[src/rtl/umf_pkg.sv]
// package of constants for the multidrop-filtering serial port
// Notes on behaviour
// - filter on: data frames are discarded
// - 5-8 bit: first stop bit marks type
// - 9 bit: ninth data bit marks type
// - type one is address, zero data
// - transmitter ignores the filter enable bit
// - address frames stored, complete flag set
// - filter off: accept data until next address
// - one character size for both directions
// - rate error margin larger for a slow sender than a fast one
// - sample 16x normal, 8x double speed
package umf_pkg;
    // ****************************************
    // register map (byte addresses)
    // ****************************************
    localparam logic [11:0] UMF_CTRL_STATUS_A = 12'h000; // serial_ctrl_status_a
    localparam logic [11:0] UMF_CTRL_B        = 12'h004;
    localparam logic [11:0] UMF_DATA          = 12'h008; // serial_data_buffer
    localparam logic [11:0] UMF_DIVISOR       = 12'h00c; // baud_divisor
    // ****************************************
    // field positions in status a
    // ****************************************
    localparam int UMF_A_FILTER = 0;
    localparam int UMF_A_DSPEED = 1;
    localparam int UMF_A_FERR   = 4;
    localparam int UMF_A_TXC    = 6;
    localparam int UMF_A_RXC    = 7;
    // ****************************************
    // field positions in control b
    // ****************************************
    localparam int UMF_B_TX8    = 0;
    localparam int UMF_B_RX8    = 1;
    localparam int UMF_B_SIZE   = 2;  // 3 bits
    localparam int UMF_B_STOP2  = 5;
    localparam int UMF_B_TXEN   = 6;
    localparam int UMF_B_RXEN   = 7;
    // ****************************************
    // reset values and counts
    // ****************************************
    localparam logic [7:0]  UMF_RST_A       = 8'h20;
    localparam logic [7:0]  UMF_RST_B       = 8'h18;  // size field 6, decoded as 11 data bits
    localparam logic [11:0] UMF_RST_DIVISOR = 12'h000;
    localparam logic [2:0]  UMF_SIZE_9BIT   = 3'h7;
    localparam logic [4:0]  UMF_OVS_NORMAL  = 5'h10;
    localparam logic [4:0]  UMF_OVS_DOUBLE  = 5'h08;
    typedef enum logic [1:0] {
        UMF_RX_IDLE  = 2'b00,
        UMF_RX_START = 2'b01,
        UMF_RX_BITS  = 2'b10
    } umf_rx_state_t;
endpackage : umf_pkg

[src/rtl/umf_sampler.sv]
// majority-vote bit sampler driven by the oversample tick
`timescale 1ns/1ns
module umf_sampler
    import umf_pkg::*;
(
    input  wire logic       clk,
    input  wire logic       rst,
    input  wire logic       tick,
    input  wire logic       restart,
    input  wire logic       dspeed,
    input  wire logic       line,
    output logic            bitDone,
    output logic            bitVal
);
    logic [4:0] phase_q;
    logic [2:0] votes_q;
    logic [4:0] ovs;
    logic [4:0] first;
    logic       atEnd;
    logic       inWindow;

    // three centre samples at 8,9,10 or 4,5,6 counting from one
    assign ovs      = dspeed ? UMF_OVS_DOUBLE : UMF_OVS_NORMAL;
    assign first    = ovs >> 1;
    assign atEnd    = (phase_q == ovs - 5'h01);
    // votes sit just past the bit centre, giving a slow sender more margin than a fast one
    assign inWindow = (phase_q + 5'h01 >= first) && (phase_q + 5'h01 <= first + 5'h02);

    // phase counter and vote collector
    always_ff @(posedge clk) begin
        if (rst || restart) begin
            phase_q <= 5'h00;
            votes_q <= 3'h0;
            bitDone <= 1'b0;
            bitVal  <= 1'b1;
        end else begin
            bitDone <= 1'b0;
            if (tick) begin
                if (inWindow) begin
                    votes_q <= {votes_q[1:0], line};
                end
                if (atEnd) begin
                    phase_q <= 5'h00;
                    bitDone <= 1'b1;
                    bitVal  <= (votes_q[0] & votes_q[1]) | (votes_q[0] & votes_q[2]) | (votes_q[1] & votes_q[2]);
                end else begin
                    phase_q <= phase_q + 5'h01;
                end
            end
        end
    end
endmodule // umf_sampler

[src/rtl/umf_top.sv]
// serial port with multidrop address filter behind an apb slave
//
// Added by the designer: the register offsets and register access over APB.
`timescale 1ns/1ns
module umf_top
    import umf_pkg::*;
(
    input  wire logic        clk,
    input  wire logic        rst,
    input  wire logic        psel,
    input  wire logic        penable,
    input  wire logic        pwrite,
    input  wire logic [11:0] paddr,
    input  wire logic [31:0] pwdata,
    output logic      [31:0] prdata,
    output logic             pready,
    output logic             pslverr,
    input  wire logic        rxLine,
    output logic             txLine
);
    // ****************************************
    // registers
    // ****************************************
    logic [7:0]  ctrlA_q;
    logic [7:0]  ctrlB_q;
    logic [11:0] divisor_q;
    logic [7:0]  rxData_q;
    logic        rxFull_q;
    logic        rx8_q;
    logic        ferr_q;
    logic        txc_q;

    // ****************************************
    // bus decode
    // ****************************************
    logic access;
    logic wrEn;
    logic rdData;
    logic hitA;
    logic hitB;
    logic hitD;
    logic hitV;
    logic mapped;
    assign access = psel & penable;
    assign hitA   = (paddr == UMF_CTRL_STATUS_A);
    assign hitB   = (paddr == UMF_CTRL_B);
    assign hitD   = (paddr == UMF_DATA);
    assign hitV   = (paddr == UMF_DIVISOR);
    assign mapped = hitA | hitB | hitD | hitV;
    assign wrEn   = access & pwrite & mapped;
    assign rdData = access & ~pwrite & hitD;

    logic [7:0] statusA;
    logic [7:0] statusB;
    logic [31:0] rdMux;
    assign statusA = {rxFull_q, txc_q, 1'b0, ferr_q, 2'b00, ctrlA_q[UMF_A_DSPEED], ctrlA_q[UMF_A_FILTER]};
    assign statusB = {ctrlB_q[7:2], rx8_q, ctrlB_q[UMF_B_TX8]};
    assign rdMux   = hitA ? {24'h000000, statusA} :
                     hitB ? {24'h000000, statusB} :
                     hitD ? {24'h000000, rxData_q} :
                     hitV ? {20'h00000, divisor_q} : 32'h00000000;

    // apb answer: zero wait states, error on unmapped address
    always_ff @(posedge clk) begin
        if (rst) begin
            prdata  <= 32'h00000000;
            pready  <= 1'b0;
            pslverr <= 1'b0;
        end else begin
            pready  <= psel & ~penable;
            pslverr <= psel & ~penable & ~mapped;
            prdata  <= rdMux;
        end
    end

    // ****************************************
    // baud tick divider
    // ****************************************
    logic [11:0] baudCnt_q;
    logic        tick;
    assign tick = (baudCnt_q == 12'h000);
    always_ff @(posedge clk) begin
        if (rst || tick) begin
            baudCnt_q <= divisor_q;
        end else begin
            baudCnt_q <= baudCnt_q - 12'h001;
        end
    end

    // one size field serves both directions
    logic [2:0] size;
    logic       nine;
    logic [3:0] dataBits;
    logic       filterOn;
    logic       dspeed;
    assign size     = ctrlB_q[UMF_B_SIZE +: 3];
    assign nine     = (size == UMF_SIZE_9BIT);
    assign dataBits = nine ? 4'h9 : {1'b0, size} + 4'h5;
    assign filterOn = ctrlA_q[UMF_A_FILTER];
    assign dspeed   = ctrlA_q[UMF_A_DSPEED];

    // ****************************************
    // receiver
    // ****************************************
    umf_rx_state_t rxState_q;
    umf_rx_state_t rxState_d;
    logic [3:0] rxIdx_q;
    logic [8:0] rxShift_q;
    logic       bitDone;
    logic       bitVal;
    logic       restart;
    logic       rxOn;
    assign rxOn    = ctrlB_q[UMF_B_RXEN];
    assign restart = (rxState_q == UMF_RX_IDLE);

    umf_sampler uSampler (
        .clk     (clk),
        .rst     (rst),
        .tick    (tick),
        .restart (restart),
        .dspeed  (dspeed),
        .line    (rxLine),
        .bitDone (bitDone),
        .bitVal  (bitVal)
    );

    // frame type and acceptance decisions
    logic stopSeen;
    logic frameType;
    logic keep;
    logic lastBit;
    assign lastBit   = (rxIdx_q == dataBits);
    assign stopSeen  = (rxState_q == UMF_RX_BITS) && bitDone && lastBit;
    // 9-bit uses the ninth bit, else the first stop bit
    assign frameType = nine ? rxShift_q[8] : bitVal;
    // one is address; data dropped only while filtering
    assign keep      = ~filterOn | frameType;

    always_comb begin
        rxState_d = rxState_q;
        case (rxState_q)
            UMF_RX_IDLE:  if (rxOn && !rxLine) rxState_d = UMF_RX_START;
            UMF_RX_START: if (bitDone) rxState_d = bitVal ? UMF_RX_IDLE : UMF_RX_BITS;
            UMF_RX_BITS:  if (stopSeen) rxState_d = UMF_RX_IDLE;
            default:      rxState_d = UMF_RX_IDLE;
        endcase
        if (!rxOn) rxState_d = UMF_RX_IDLE;
    end

    // shift in lsb first, index counts data bits then stop
    always_ff @(posedge clk) begin
        if (rst) begin
            rxState_q <= UMF_RX_IDLE;
            rxIdx_q   <= 4'h0;
            rxShift_q <= 9'h000;
        end else begin
            rxState_q <= rxState_d;
            if (rxState_q != UMF_RX_BITS) begin
                rxIdx_q   <= 4'h0;
                rxShift_q <= 9'h000;                              // short characters must not keep old upper bits
            end else if (bitDone && !lastBit) begin
                rxShift_q[rxIdx_q] <= bitVal;
                rxIdx_q            <= rxIdx_q + 4'h1;
            end
        end
    end

    // receive buffer: the set wins over the read that empties it
    always_ff @(posedge clk) begin
        if (rst) begin
            rxData_q <= 8'h00;
            rx8_q    <= 1'b0;
            ferr_q   <= 1'b0;
            rxFull_q <= 1'b0;
        end else if (stopSeen && keep) begin
            rxData_q <= rxShift_q[7:0];
            rx8_q    <= rxShift_q[8];
            ferr_q   <= ~bitVal & nine;
            rxFull_q <= 1'b1;
        end else if (rdData || !rxOn) begin
            rxFull_q <= 1'b0;
        end
    end

    // ****************************************
    // transmitter, never looks at the filter bit
    // ****************************************
    logic [11:0] txFrame_q;
    logic [3:0]  txLeft_q;
    logic [4:0]  txPh_q;
    logic        txBusy;
    logic        txLoad;
    logic [4:0]  ovs;
    logic [3:0]  txLen;
    logic [11:0] txPat;
    assign ovs    = dspeed ? UMF_OVS_DOUBLE : UMF_OVS_NORMAL;
    assign txBusy = (txLeft_q != 4'h0);
    assign txLoad = access & pwrite & hitD & ~txBusy & ctrlB_q[UMF_B_TXEN];
    assign txLen  = dataBits + (ctrlB_q[UMF_B_STOP2] ? 4'h3 : 4'h2);
    // pattern: start, data, ninth, stops padded with ones
    // short sizes: every position above the last data bit is forced to a stop one
    assign txPat  = nine ? {1'b1, 1'b1, ctrlB_q[UMF_B_TX8], pwdata[7:0], 1'b0} :
                    ({3'h7, pwdata[7:0], 1'b0} | (12'hffe << dataBits));

    always_ff @(posedge clk) begin
        if (rst) begin
            txFrame_q <= 12'hfff;
            txLeft_q  <= 4'h0;
            txPh_q    <= 5'h00;
            txLine    <= 1'b1;
        end else if (txLoad) begin
            txFrame_q <= txPat;
            txLeft_q  <= txLen;
            txPh_q    <= 5'h00;
            txLine    <= txPat[0];
        end else if (txBusy && tick) begin
            if (txPh_q == ovs - 5'h01) begin
                txPh_q    <= 5'h00;
                txFrame_q <= {1'b1, txFrame_q[11:1]};
                txLeft_q  <= txLeft_q - 4'h1;
                txLine    <= (txLeft_q == 4'h1) ? 1'b1 : txFrame_q[1];
            end else begin
                txPh_q <= txPh_q + 5'h01;
            end
        end
    end

    // ****************************************
    // control registers and transmit-complete flag
    // ****************************************
    logic txEnd;
    logic txcClr;
    assign txEnd  = txBusy && tick && (txPh_q == ovs - 5'h01) && (txLeft_q == 4'h1);
    // writing one clears it; a whole-register write is needed to change the filter bit safely
    assign txcClr = wrEn & hitA & pwdata[UMF_A_TXC];
    always_ff @(posedge clk) begin
        if (rst) begin
            ctrlA_q   <= UMF_RST_A;
            ctrlB_q   <= UMF_RST_B;
            divisor_q <= UMF_RST_DIVISOR;
            txc_q     <= 1'b0;
        end else begin
            if (wrEn && hitA) ctrlA_q <= pwdata[7:0];
            if (wrEn && hitB) ctrlB_q <= pwdata[7:0];
            if (wrEn && hitV) divisor_q <= pwdata[11:0];
            if (txEnd) begin
                txc_q <= 1'b1;
            end else if (txcClr) begin
                txc_q <= 1'b0;
            end
        end
    end
endmodule // umf_top

[config.mk]
export PLATFORM = sky130hd
export DESIGN_NAME = umf_top
export DESIGN_NICKNAME = d
export VERILOG_FILES = /design/src/rtl/umf_pkg.sv /design/src/rtl/umf_sampler.sv /design/src/rtl/umf_top.sv
export SDC_FILE = /design/constraint.sdc
export NUM_CORES = 1
export LEC_CHECK = 0
export ABC_AREA = 1
export BUFFER_PORTS_ARGS = -buffer_cell sky130_fd_sc_hd__buf_4
export CORE_AREA = 2 2 141 108
export DETAILED_ROUTE_END_ITERATION = 6
export DIE_AREA = 0 0 143 110
export RECOVER_POWER = 100
export SYNTH_ARGS = -nofsm -noshare
export SYNTH_HDL_FRONTEND = slang
export SYNTH_SLANG_ARGS = --single-unit
[constraint.sdc]
create_clock -name clk -period 4.1 [get_ports clk]
set_clock_uncertainty 0.2 [all_clocks]
set_input_delay 0.205 -clock clk [delete_from_list [all_inputs] [get_ports clk]]
set_output_delay 0.205 -clock clk [all_outputs]
set_load 0.1 [all_outputs]
After elaboration in Yosys (flattened, before gate mapping)
Cells that the tools add are included.
{ "op_classes": {"n_addsub": 9, "n_lt_le_gt_ge": 4, "eq_ne": 14, "shifts": 1, "n_mux": 35, "bitwise_logic": 32, "n_reduce_logical": 38} }
{ "ops": {"columns": ["cell", "count"], "rows": [
  ["12-bit two-way mux", 5],
  ["8-bit two-way mux", 4],
  ["12-bit by 4-bit equality test with 1-bit output, second input constant", 2],
  ["12-bit zero test", 2],
  ["1-bit bitwise AND", 16],
  ["4-bit two-way mux", 4],
  ["5-bit two-way mux", 3],
  ["1-bit logical AND", 13],
  ["12-bit by 3-bit equality test with 1-bit output, second input constant", 1],
  ["1-bit two-way mux", 12],
  ["12-bit OR", 1],
  ["12-bit by 4-bit left shift with 12-bit output, first input constant", 1],
  ["12-bit by 1-bit subtractor with 12-bit output, second input constant", 1],
  ["5-bit by 1-bit adder with 5-bit output, second input constant", 2],
  ["5-bit equality test", 2],
  ["2-bit OR reduction", 5],
  ["9-bit bitwise mux", 1],
  ["1-bit inverter", 9],
  ["2-bit two-way mux", 4],
  ["2-bit nonzero test", 4],
  ["2-bit != test, second input constant", 3],
  ["1-bit OR", 6],
  ["2-bit case mux with 3 select lines", 1],
  ["2-bit AND reduction", 3],
  ["24 further kinds", 28]
]} }
{ "word_totals": {"reg_bits": 127, "input_bits": 50, "output_inout_bits": 35, "elab_cells": 159} }

Longest topological paths before layout
Gate-level depths: netlist of the first run.
{ "depth": {"ltp_word": 9, "ltp_mapped": 13} }

Modules after synthesis
Synthesis of the first run repeated with hierarchy kept, for this count alone.
{ "unflattened": {"cells_unflattened": 805, "area_unflattened_um2": 5479.0} }
{ "modules_own_cells": {"columns": ["mod", "instances", "cells_per_inst", "area_per_inst_um2", "seq_area_each_um2"], "rows": [
  ["umf_top", 1, 722, 4869.7, 1861.8],
  ["umf_sampler", 1, 83, 609.3, 200.2]
]} }

Worst setup path before layout of the first run
Ideal clock, no wire load.
{ "synth_timing": {"path_type": "register to register", "startpoint": "reg uSampler.phase_q[0]", "endpoint": "reg uSampler.votes_q[1]", "setup_time_ps": 113, "arrival_time_ps": 1785, "required_ps": 3787, "slack_ps": 2002, "stages_incl_launch_ff": 12, "path_buffers": 0, "period_less_slack_ps": 2098, "cell_sequence": "dfxtp_1 > ha_1 > xor2_1 > inv_1 > ha_1 > inv_1 > o21ai_0 > a21boi_0 > and2_1 > nand3b_1 > nand2_1 > nor2_1"} }
{ "synth_via": {"elab_chain_len": 4, "elab_cells_between_ends": 5, "cone_classes": "1 x add/sub; 2 x order compare; 2 x reduce/logical"} }
{ "synth_lines": {"columns": ["element", "line_no", "source"], "rows": [
  ["start, declared", "umf_sampler.sv:15", "logic [4:0] phase_q;"],
  ["start signal, assigned", "umf_sampler.sv:47", "phase_q <= phase_q + 5'h01;"],
  ["5-bit by 1-bit adder with 5-bit output (*)", "umf_sampler.sv:27", "assign inWindow = (phase_q + 5'h01 >= first) && (phase_q + 5'h01 <= first + 5'h02);"],
  ["5-bit by 4-bit >= comparator with 1-bit output or 5-bit less-or-equal comparator (tied branches)", "umf_sampler.sv:27", null],
  ["1-bit logical AND (*)", "umf_sampler.sv:27", null],
  ["2-bit AND reduction (no line) (*)", null, null],
  ["end signal, assigned", "umf_sampler.sv:40", "votes_q <= {votes_q[1:0], line};"],
  ["end, declared", "umf_sampler.sv:16", "logic [2:0] votes_q;"]
]} }
Every way passes the cells marked *; elsewhere a longest branch is shown, timed or not.
A chain may end at the register's enable or synchronous reset.

Worst setup path after layout of the first run
{ "layout_timing": {"startpoint": "reg txLeft_q[0]", "endpoint": "reg txPh_q[0]"} }
{ "layout_via": {"elab_chain_len": 5, "elab_cells_between_ends": 6, "cone_classes": "3 x bitwise; 3 x reduce/logical"} }
{ "layout_lines": {"columns": ["element", "line_no", "source"], "rows": [
  ["start, declared", "umf_top.sv:189", "logic [3:0] txLeft_q;"],
  ["start signal, assigned", "umf_top.sv:213", "txLeft_q <= txLen;"],
  ["start signal, assigned", "umf_top.sv:220", "txLeft_q <= txLeft_q - 4'h1;"],
  ["4-bit nonzero test (*)", "umf_top.sv:197", "assign txBusy = (txLeft_q != 4'h0);"],
  ["1-bit inverter", "umf_top.sv:198", "assign txLoad = access & pwrite & hitD & ~txBusy & ctrlB_q[UMF_B_TXEN];"],
  ["1-bit bitwise AND (2 in series)", "umf_top.sv:198", null],
  ["2-bit OR reduction (no line)", null, null],
  ["end signal, assigned", "umf_top.sv:223", "txPh_q <= txPh_q + 5'h01;"],
  ["end, declared", "umf_top.sv:190", "logic [4:0] txPh_q;"]
]} }
Marks and branches as above.

==> flow_metrics.env, run 1 <==
export IMPL_final_core_util_pct=44.7
export IMPL_die_x_um=143
export IMPL_clk_latency_ns=0.35
export IMPL_synth_compound_area_share_pct=11.5
export IMPL_grt_max_degree=45
export IMPL_startpoint_type="register"
export IMPL_rsz0062_at_grt="no"
export IMPL_drtPass1Iterations=5
export IMPL_min_period_over_period_pct=72.0
export IMPL_postRouteAntennaNets=0
export IMPL_io_buffers=44
export IMPL_leakage_nw=2.79
export IMPL_setup_tns_ns=0
export IMPL_setup_viol=0
export IMPL_coreArea_um2=14300
export IMPL_finalHoldViolCount=0
export IMPL_nNetsFinal=947
export IMPL_antenna_found_initial=0
export IMPL_crit_arrival_ns=3.04
export IMPL_cts_num_sinks=103
export IMPL_die_h_um=110
export IMPL_gp_congestion=0.847
export IMPL_hold_buffers=16
export IMPL_crit_path_top_delay_cell="nand2_1"
export IMPL_rows=38
export IMPL_syn_area_um2=5640
export IMPL_top_usage_layer="met1"
export IMPL_cts_tree="yes"
export IMPL_synth_fa_ha_area_share_pct=4.00
export IMPL_power_density_nw_per_um2=406
export IMPL_first_global_vias=4355
export IMPL_grt_pass1_wl_um=22300
export IMPL_vias_per_cell=4.71
export IMPL_initial_core_util_pct=39.4
export IMPL_grtUsageTotal_pct=18.1
export IMPL_drive_gt1_share_pct=6.90
export IMPL_cp_common_cell="inv_1"
export IMPL_path_clk_slew_ns=0.07
export IMPL_grt_ovfl_total=0
export IMPL_grt_met2_usage_pct=26.1
export IMPL_drtIter0Drc=463
export IMPL_cts_path_max_buffers=2
export IMPL_worstSetupPathType="register to register"
export IMPL_area_growth_pct=13.6
export IMPL_maxCapViolCount=0
export IMPL_avgSynthCellArea_um2=6.81
export IMPL_relSlewSlack_pct=21.9
export IMPL_cts_resized=0
export IMPL_vias=5108
export IMPL_hold_path_class="input port to register"
export IMPL_synth_xor_area_share_pct=2.49
export IMPL_crit_chain="inv_1 -> ha_1 -> nand3_1 -> inv_1 -> nand3_1 -> inv_1 -> nand2_1 -> nand2_1 -> inv_1 -> nand2_1 -> a21oi_1"
export IMPL_dp_hpwl_um=10400
export IMPL_ys_types=37
export IMPL_cts_root_buf="clkbuf_16"
export IMPL_synth_top_family_by_area="simple AND/OR/NAND/NOR gates"
export IMPL_required_ns=4.18
export IMPL_critical_path_top_delay_family="simple AND/OR/NAND/NOR gates"
export IMPL_crit_path_max_fanout=17
export IMPL_synthSimpleGateAreaFrac_pct=31.6
export IMPL_wl_per_cell_um=12.8
export IMPL_slew_violations=0
export IMPL_routed_wl_um=13800
export IMPL_cts_buffers=9
export IMPL_diodes=0
export IMPL_netlist_instances=828
export IMPL_seq_area_frac_synth_pct=36.6
export IMPL_synthMuxAreaShare_pct=0
export IMPL_htreeDepth=3
export IMPL_critPathMaxStageDelay_ns=0.42
export IMPL_dieArea_um2=15700
export IMPL_route_detailed_drc=0
export IMPL_status="finished, final reports clean"
export IMPL_worst_pin_slew_ns=1.18
export IMPL_cts_setup_buffers=0
export IMPL_worst_path_buf_inv=4
export IMPL_endpoint_kind="register"
export IMPL_io_pins=85
export IMPL_final_min_clock_period_ns=2.95
export IMPL_fillCellCount=1501
export IMPL_use_met1_pct=27.6
export IMPL_ys_warn_count=0
export IMPL_grt_util_met3_pct=3.54
export IMPL_peakVddDrop_mv=0.222
export IMPL_synth_seq_cells=103
export IMPL_fmax_ghz=0.339
[synthesized netlist by cell type]
master	n	area, um2
nand2_1	157	589
inv_1	127	477
nor2_1	104	390
dfxtp_1	103	2060
nand3_1	70	350
o21ai_0	51	255
a21oi_1	44	220
buf_4	22	165
nand4_1	22	138
ha_1	18	225
xor2_1	13	114
nor3_1	11	55.1
o211ai_1	11	82.6
nor2_2	10	62.6
clkbuf_1	8	30.0
nand2_2	8	50.1
buf_2	6	30.0
inv_2	5	18.8
buf_6	4	45.0
nand3b_1	4	30.0
o21a_1	4	30.0
nand3_2	3	30.0
nand4_2	3	37.5
xnor2_1	3	26.3
a21boi_0	2	15.0
a31oi_1	2	12.5
clkinv_1	2	7.51
o21ai_1	2	10.0
a21oi_2	1	8.76
a22oi_1	1	7.51
and2_1	1	6.26
conb_1	1	3.75
nand2_4	1	11.3
nor3_2	1	10.0
nor3_4	1	16.3
o21bai_1	1	7.51
or2_2	1	6.26
[cells by family after synthesis]
family                     Yosys count
AOI/OAI and AO/OA                  119
DFF                                103
adders and majority gates           18
other                                1
xor gates and xnor gates            16
buffers and inverters              174
and+or+nand+nor                    397
[per-layer routing]
metal,wire length (um),vias up
met2,5610,104
met4,121,0
met3,532,10
met1,7590,2292
met5,0,-
li1,-,2702
[through the flow]
step	setup WS [ns]	hold slack [ns]	power (mW)	cell area, um2	cells
after floorplan	2.00	0.0774	1.54	5710	847
after global placement	1.71	0.202	1.66	6030	1052
after detailed placement	1.68	0.208	1.66	6030	1052
after CTS	1.65	0.000684	2.63	6520	1084
after global routing	0.916	0.0504	2.73	6400	1084
final	1.15	0.0183	2.60	6400	1084
[flip-flops by register name (all words and copies together) (netlist names), 2 cells and up]
register / flops
uSampler.phase_q: 5
txLeft_q: 4
ctrlA_q: 2
prdata: 12
rxData_q: 8
rxIdx_q: 4
uSampler.votes_q: 3
txFrame_q: 9
ctrlB_q: 7
baudCnt_q: 12
divisor_q: 12
rxShift_q: 9
txPh_q: 5
rxState_q: 2
[where the power goes]
group	switching, mW	total (mW)	internal [mW]
sequential	0.0502	1.10	1.05
clock	0.396	0.955	0.559
combinational	0.385	0.541	0.156
total	0.831	2.60	1.77
[layout by cell type (no fill, tap or decap), types with 4 or more instances in the layout]
| cell | synthesis | routed |
|---|---|---|
| conb_1 | 1 | 20 |
| o21ai_0 | 51 | 52 |
| clkbuf_1 | 8 | 17 |
| o21a_1 | 4 | 4 |
| nand3b_1 | 4 | 4 |
| dlygate4sd3_1 | 0 | 16 |
| nor3_1 | 11 | 12 |
| nand3_1 | 70 | 72 |
| dfxtp_1 | 103 | 103 |
| buf_4 | 22 | 29 |
| a21oi_1 | 44 | 44 |
| o211ai_1 | 11 | 11 |
| nand4_1 | 22 | 23 |
| nor2_2 | 10 | 5 |
| nor2_1 | 104 | 109 |
| ha_1 | 18 | 18 |
| inv_1 | 127 | 129 |
| xor2_1 | 13 | 13 |
| nand2_1 | 157 | 163 |
| clkbuf_16 | 0 | 9 |
[final timing paths]
kind	start	end	slack (ns)	cells past startpoint
worst max register to register	txLeft_q[0]$_SDFFE_PP0P_	txPh_q[0]$_SDFFE_PP0P_	1.15	11
worst min-delay path	pwdata[1]	divisor_q[1]$_SDFFE_PP0P_	0.02	3
worst max-delay path	txLeft_q[0]$_SDFFE_PP0P_	txPh_q[0]$_SDFFE_PP0P_	1.15	11
worst min register to register	divisor_q[8]$_SDFFE_PP0P_	prdata[8]$_SDFF_PP0_	0.25	2
[tightest hold or removal path: stages]
cell and delay, ns:
buf_4 0.12, o21ai_0 0.08, a21oi_1 0.12
[layout make-up]
| cell class | instances | area, um2 | share of cell area (%) |
|---|---|---|---|
| well taps | 200 | 250 | 3.91 |
| inverters | 134 | 503 | 7.86 |
| multi-input cells | 570 | 2820 | 44.0 |
| flip-flops and latches | 103 | 2060 | 32.2 |
| repair buffers | 61 | 438 | 6.84 |
| clock inverters | 5 | 87.6 | 1.37 |
| clock buffers | 11 | 243 | 3.79 |
No activity file was read; power rests on OpenSTA's default activity.
==> inputs of run 2 (changes only) <==
ABC_AREA = 0   (was 1)
CORE_AREA = 2 2 135 104   (was 2 2 141 108)
DIE_AREA = 0 0 137 106   (was 0 0 143 110)
clock period = 2.5 ns   (was 4.1 ns; I/O delays follow)
==> run 2 against run 1 <==
Compared with the run above:
- hold slack worse by 0.0013 ns
- sequential power rose by 64%
- non-clock buffer count is 38 higher
- clock-buffer cell count is 2 lower
- worst setup slack got worse by 1.1 ns
- cell area is 2.6% lower
==> flow_metrics.env, run 2 <==
export IMPL_yosysMostFrequentCell="dfxtp_1"
export IMPL_switching_share_pct=32.0
export IMPL_rows=37
export IMPL_drtIter0Drc=332
export IMPL_switchingPower_mw=1.34
export IMPL_vias=4683
export IMPL_min_period_over_period_pct=97.9
export IMPL_fmax_ghz=0.408
export IMPL_synth_flop_cell="dfxtp_1"
export IMPL_worst_r2r_path_depth=7
export IMPL_diodes=0
export IMPL_drive_gt1_share_pct=14.6
export IMPL_avgSynthCellArea_um2=8.22
export IMPL_cts_tree="yes"
export IMPL_clk_latency_ns=0.35
export IMPL_required_ns=2.52
export IMPL_io_pins=85
export IMPL_cts_root_buf="clkbuf_16"
export IMPL_nNetsFinal=774
export IMPL_rsz0062_at_grt="yes"
export IMPL_final_common_cell="dfxtp_1"
export IMPL_hold_path_class="input port to register"
export IMPL_final_core_util_pct=46.8
export IMPL_gp_congestion=0.834
export IMPL_area_growth_pct=20.3
export IMPL_synth_async_sr_flop_share_pct=0
export IMPL_combPwrFrac_pct=25.0
export IMPL_internal_power_mw=2.84
export IMPL_final_min_clock_period_ns=2.45
export IMPL_crit_path_max_fanout=5
export IMPL_htreeDepth=3
export IMPL_crit_arrival_ns=2.47
export IMPL_setup_tns_ns=0
export IMPL_maxCapViolCount=0
export IMPL_dp_hpwl_um=9970
export IMPL_worstSetupPathType="register to register"
export IMPL_postRouteAntennaNets=0
export IMPL_synth_edff_count=0
export IMPL_startpoint="baudCnt_q[0]$_DFF_P_"
export IMPL_startpoint_type="register"
export IMPL_layout_common_cells="dfxtp_1, nand2_1, buf_4"
export IMPL_hold_slack_ns=0.0171
export IMPL_cts_num_sinks=103
export IMPL_min_path_cells=4
export IMPL_die_h_um=106
export IMPL_endpoint_kind="register"
export IMPL_ys_types=55
export IMPL_status="finished, final reports clean"
export IMPL_reg2reg_slack_ns=0.05
export IMPL_grt_max_degree=40
export IMPL_routed_wl_um=14000
export IMPL_drtPass1Iterations=5
export IMPL_slew_violations=0
export IMPL_relSlewSlack_pct=20.8
export IMPL_timing_rr_start="baudCnt_q[0]$_DFF_P_"
export IMPL_first_global_vias=4393
export IMPL_timing_rr_end="txPh_q[4]$_SDFFE_PP0P_"
export IMPL_crit_chain="inv_2 -> ha_1 -> or4b_4 -> or4_4 -> nor4b_4 -> mux2i_1 -> nor3_1"
export IMPL_grtUsageTotal_pct=19.2
export IMPL_peakVddDrop_mv=0.348
export IMPL_cts_buffers=9
export IMPL_setup_viol=0
export IMPL_initial_core_util_pct=38.9
export IMPL_ys_warn_count=0
export IMPL_place_area_um2=5760
export IMPL_worst_pin_slew_ns=1.19
export IMPL_finalHoldViolCount=0
export IMPL_synth_top_area_cell="dfxtp_1"
export IMPL_netlist_area_leader_share_pct=39.8
export IMPL_dieArea_um2=14500
export IMPL_antenna_found_initial=0
export IMPL_worstHoldEndpoint="rxFull_q$_SDFFE_PP0P_"
export IMPL_crit_path_top_delay_cell="or4_4"
export IMPL_path_clk_slew_ns=0.08
export IMPL_seq_area_frac_synth_pct=39.8
export IMPL_vias_per_cell=5.29
export IMPL_critPathMaxStageDelay_ns=0.57
export IMPL_netlist_instances=631
export IMPL_route_detailed_drc=0
export IMPL_reg_largest_list="baudCnt_q: 12 flops, divisor_q: 12 flops, prdata: 12 flops"
export IMPL_synth_seq_cells=103
export IMPL_wl_per_cell_um=15.9
export IMPL_p_seq_share_pct=42.9
export IMPL_grt_ovfl_total=0
export IMPL_power_frac_clock_pct=32.1
export IMPL_design_area_um2=6240
export IMPL_leakage_nw=2.34
export IMPL_synth_common_cells="dfxtp_1, nand2_1, a21oi_1"
export IMPL_grt_pass1_wl_um=22000
export IMPL_io_buffers=44
export IMPL_die_x_um=137
export IMPL_cts_path_max_buffers=2
export IMPL_power_density_nw_per_um2=670
export IMPL_coreArea_um2=13300
export IMPL_syn_area_um2=5180
export IMPL_netlist_top_cells_area="dfxtp_1, nand2_1, a21oi_1"
export IMPL_holdCritStartpoint="psel"
-- run 2: cells by family (layout without fill, tap and decap cells) --
family	after synthesis	in the layout	synth area share [%]
multiplexers	27	27	5.31
AND/OR/NAND/NOR	246	247	23.4
XOR/XNOR	24	24	4.06
AO/OA/AOI/OAI	139	139	16.1
other	1	20	0.0723
buffers and inverters	73	132	6.98
adder cells (fa/ha/maj)	18	18	4.34
flip-flops	103	103	39.8
-- run 2: per-layer routing --
metal	GRT usage, %	vias to the layer above	wire [um]
li1	-	2316	-
met4	5.23	0	179
met5	0	-	0
met1	28.1	2225	7090
met3	4.58	20	688
met2	28.0	122	6090
-- run 2: layout make-up --
| class | instances | area [um2] |
|---|---|---|
| flip-flops and latches | 103 | 2060 |
| inverters | 18 | 67.6 |
| multi-input cells | 475 | 2900 |
| fillers | 1340 | 7090 |
| clock buffers | 9 | 225 |
| clock inverters | 6 | 52.6 |
| repair buffers | 99 | 708 |
| well taps | 175 | 219 |
-- run 2: critical path: cells and delay by family (launching register included) --
kind,cells,cell delay (ns)
adders and majority gates,1,0.12
buffers and inverters,1,0.05
muxes,1,0.21
DFF,1,0.33
and+or+nand+nor,4,1.41
-- run 2: power by group through the flow --
| stage | clock network, mW | logic (mW) | registers [mW] |
|---|---|---|---|
| final | 1.34 | 1.05 | 1.80 |
| after global routing | 1.43 | 1.14 | 1.81 |
| after CTS | 1.38 | 0.967 | 1.79 |
| after detailed placement | 0 | 0.908 | 1.83 |
| after global placement | 0 | 0.895 | 1.82 |
| after floorplan | 0 | 0.703 | 1.82 |
-- run 2: stage by stage --
stage / std cells / power [mW] / setup slack, ns
6_report: 885 / 4.18 / 0.0513
5_1_grt: 885 / 4.38 / -0.0209
4_1_cts: 879 / 4.13 / 0.00533
3_5_place_dp: 845 / 2.73 / -0.0115
3_3_place_gp: 845 / 2.72 / 0.0627
2_1_floorplan: 650 / 2.53 / 0.0949
-- run 2: timing repair --
item | 4_1_cts | 5_1_grt
gates resized for setup | 0 | 19
endpoints found under the setup margin | 1 | 23
hold buffers | 17 | 0
pin swaps | 1 | 3
gates cloned | 0 | 2
endpoints found under the hold margin | 35 | 0
buffers inserted | 2 | 4
-- run 2: how the worst max path moves through the flow --
| stage | to |
|---|---|
| after floorplan | uSampler.phase_q[4]$_SDFFE_PP0N_ |
| after global placement | txPh_q[4]$_SDFFE_PP0P_ |
| after detailed placement | uSampler.phase_q[4]$_SDFFE_PP0N_ |
| after CTS | uSampler.phase_q[4]$_SDFFE_PP0N_ |
| after global routing | txPh_q[4]$_SDFFE_PP0P_ |
| final | txPh_q[4]$_SDFFE_PP0P_ |
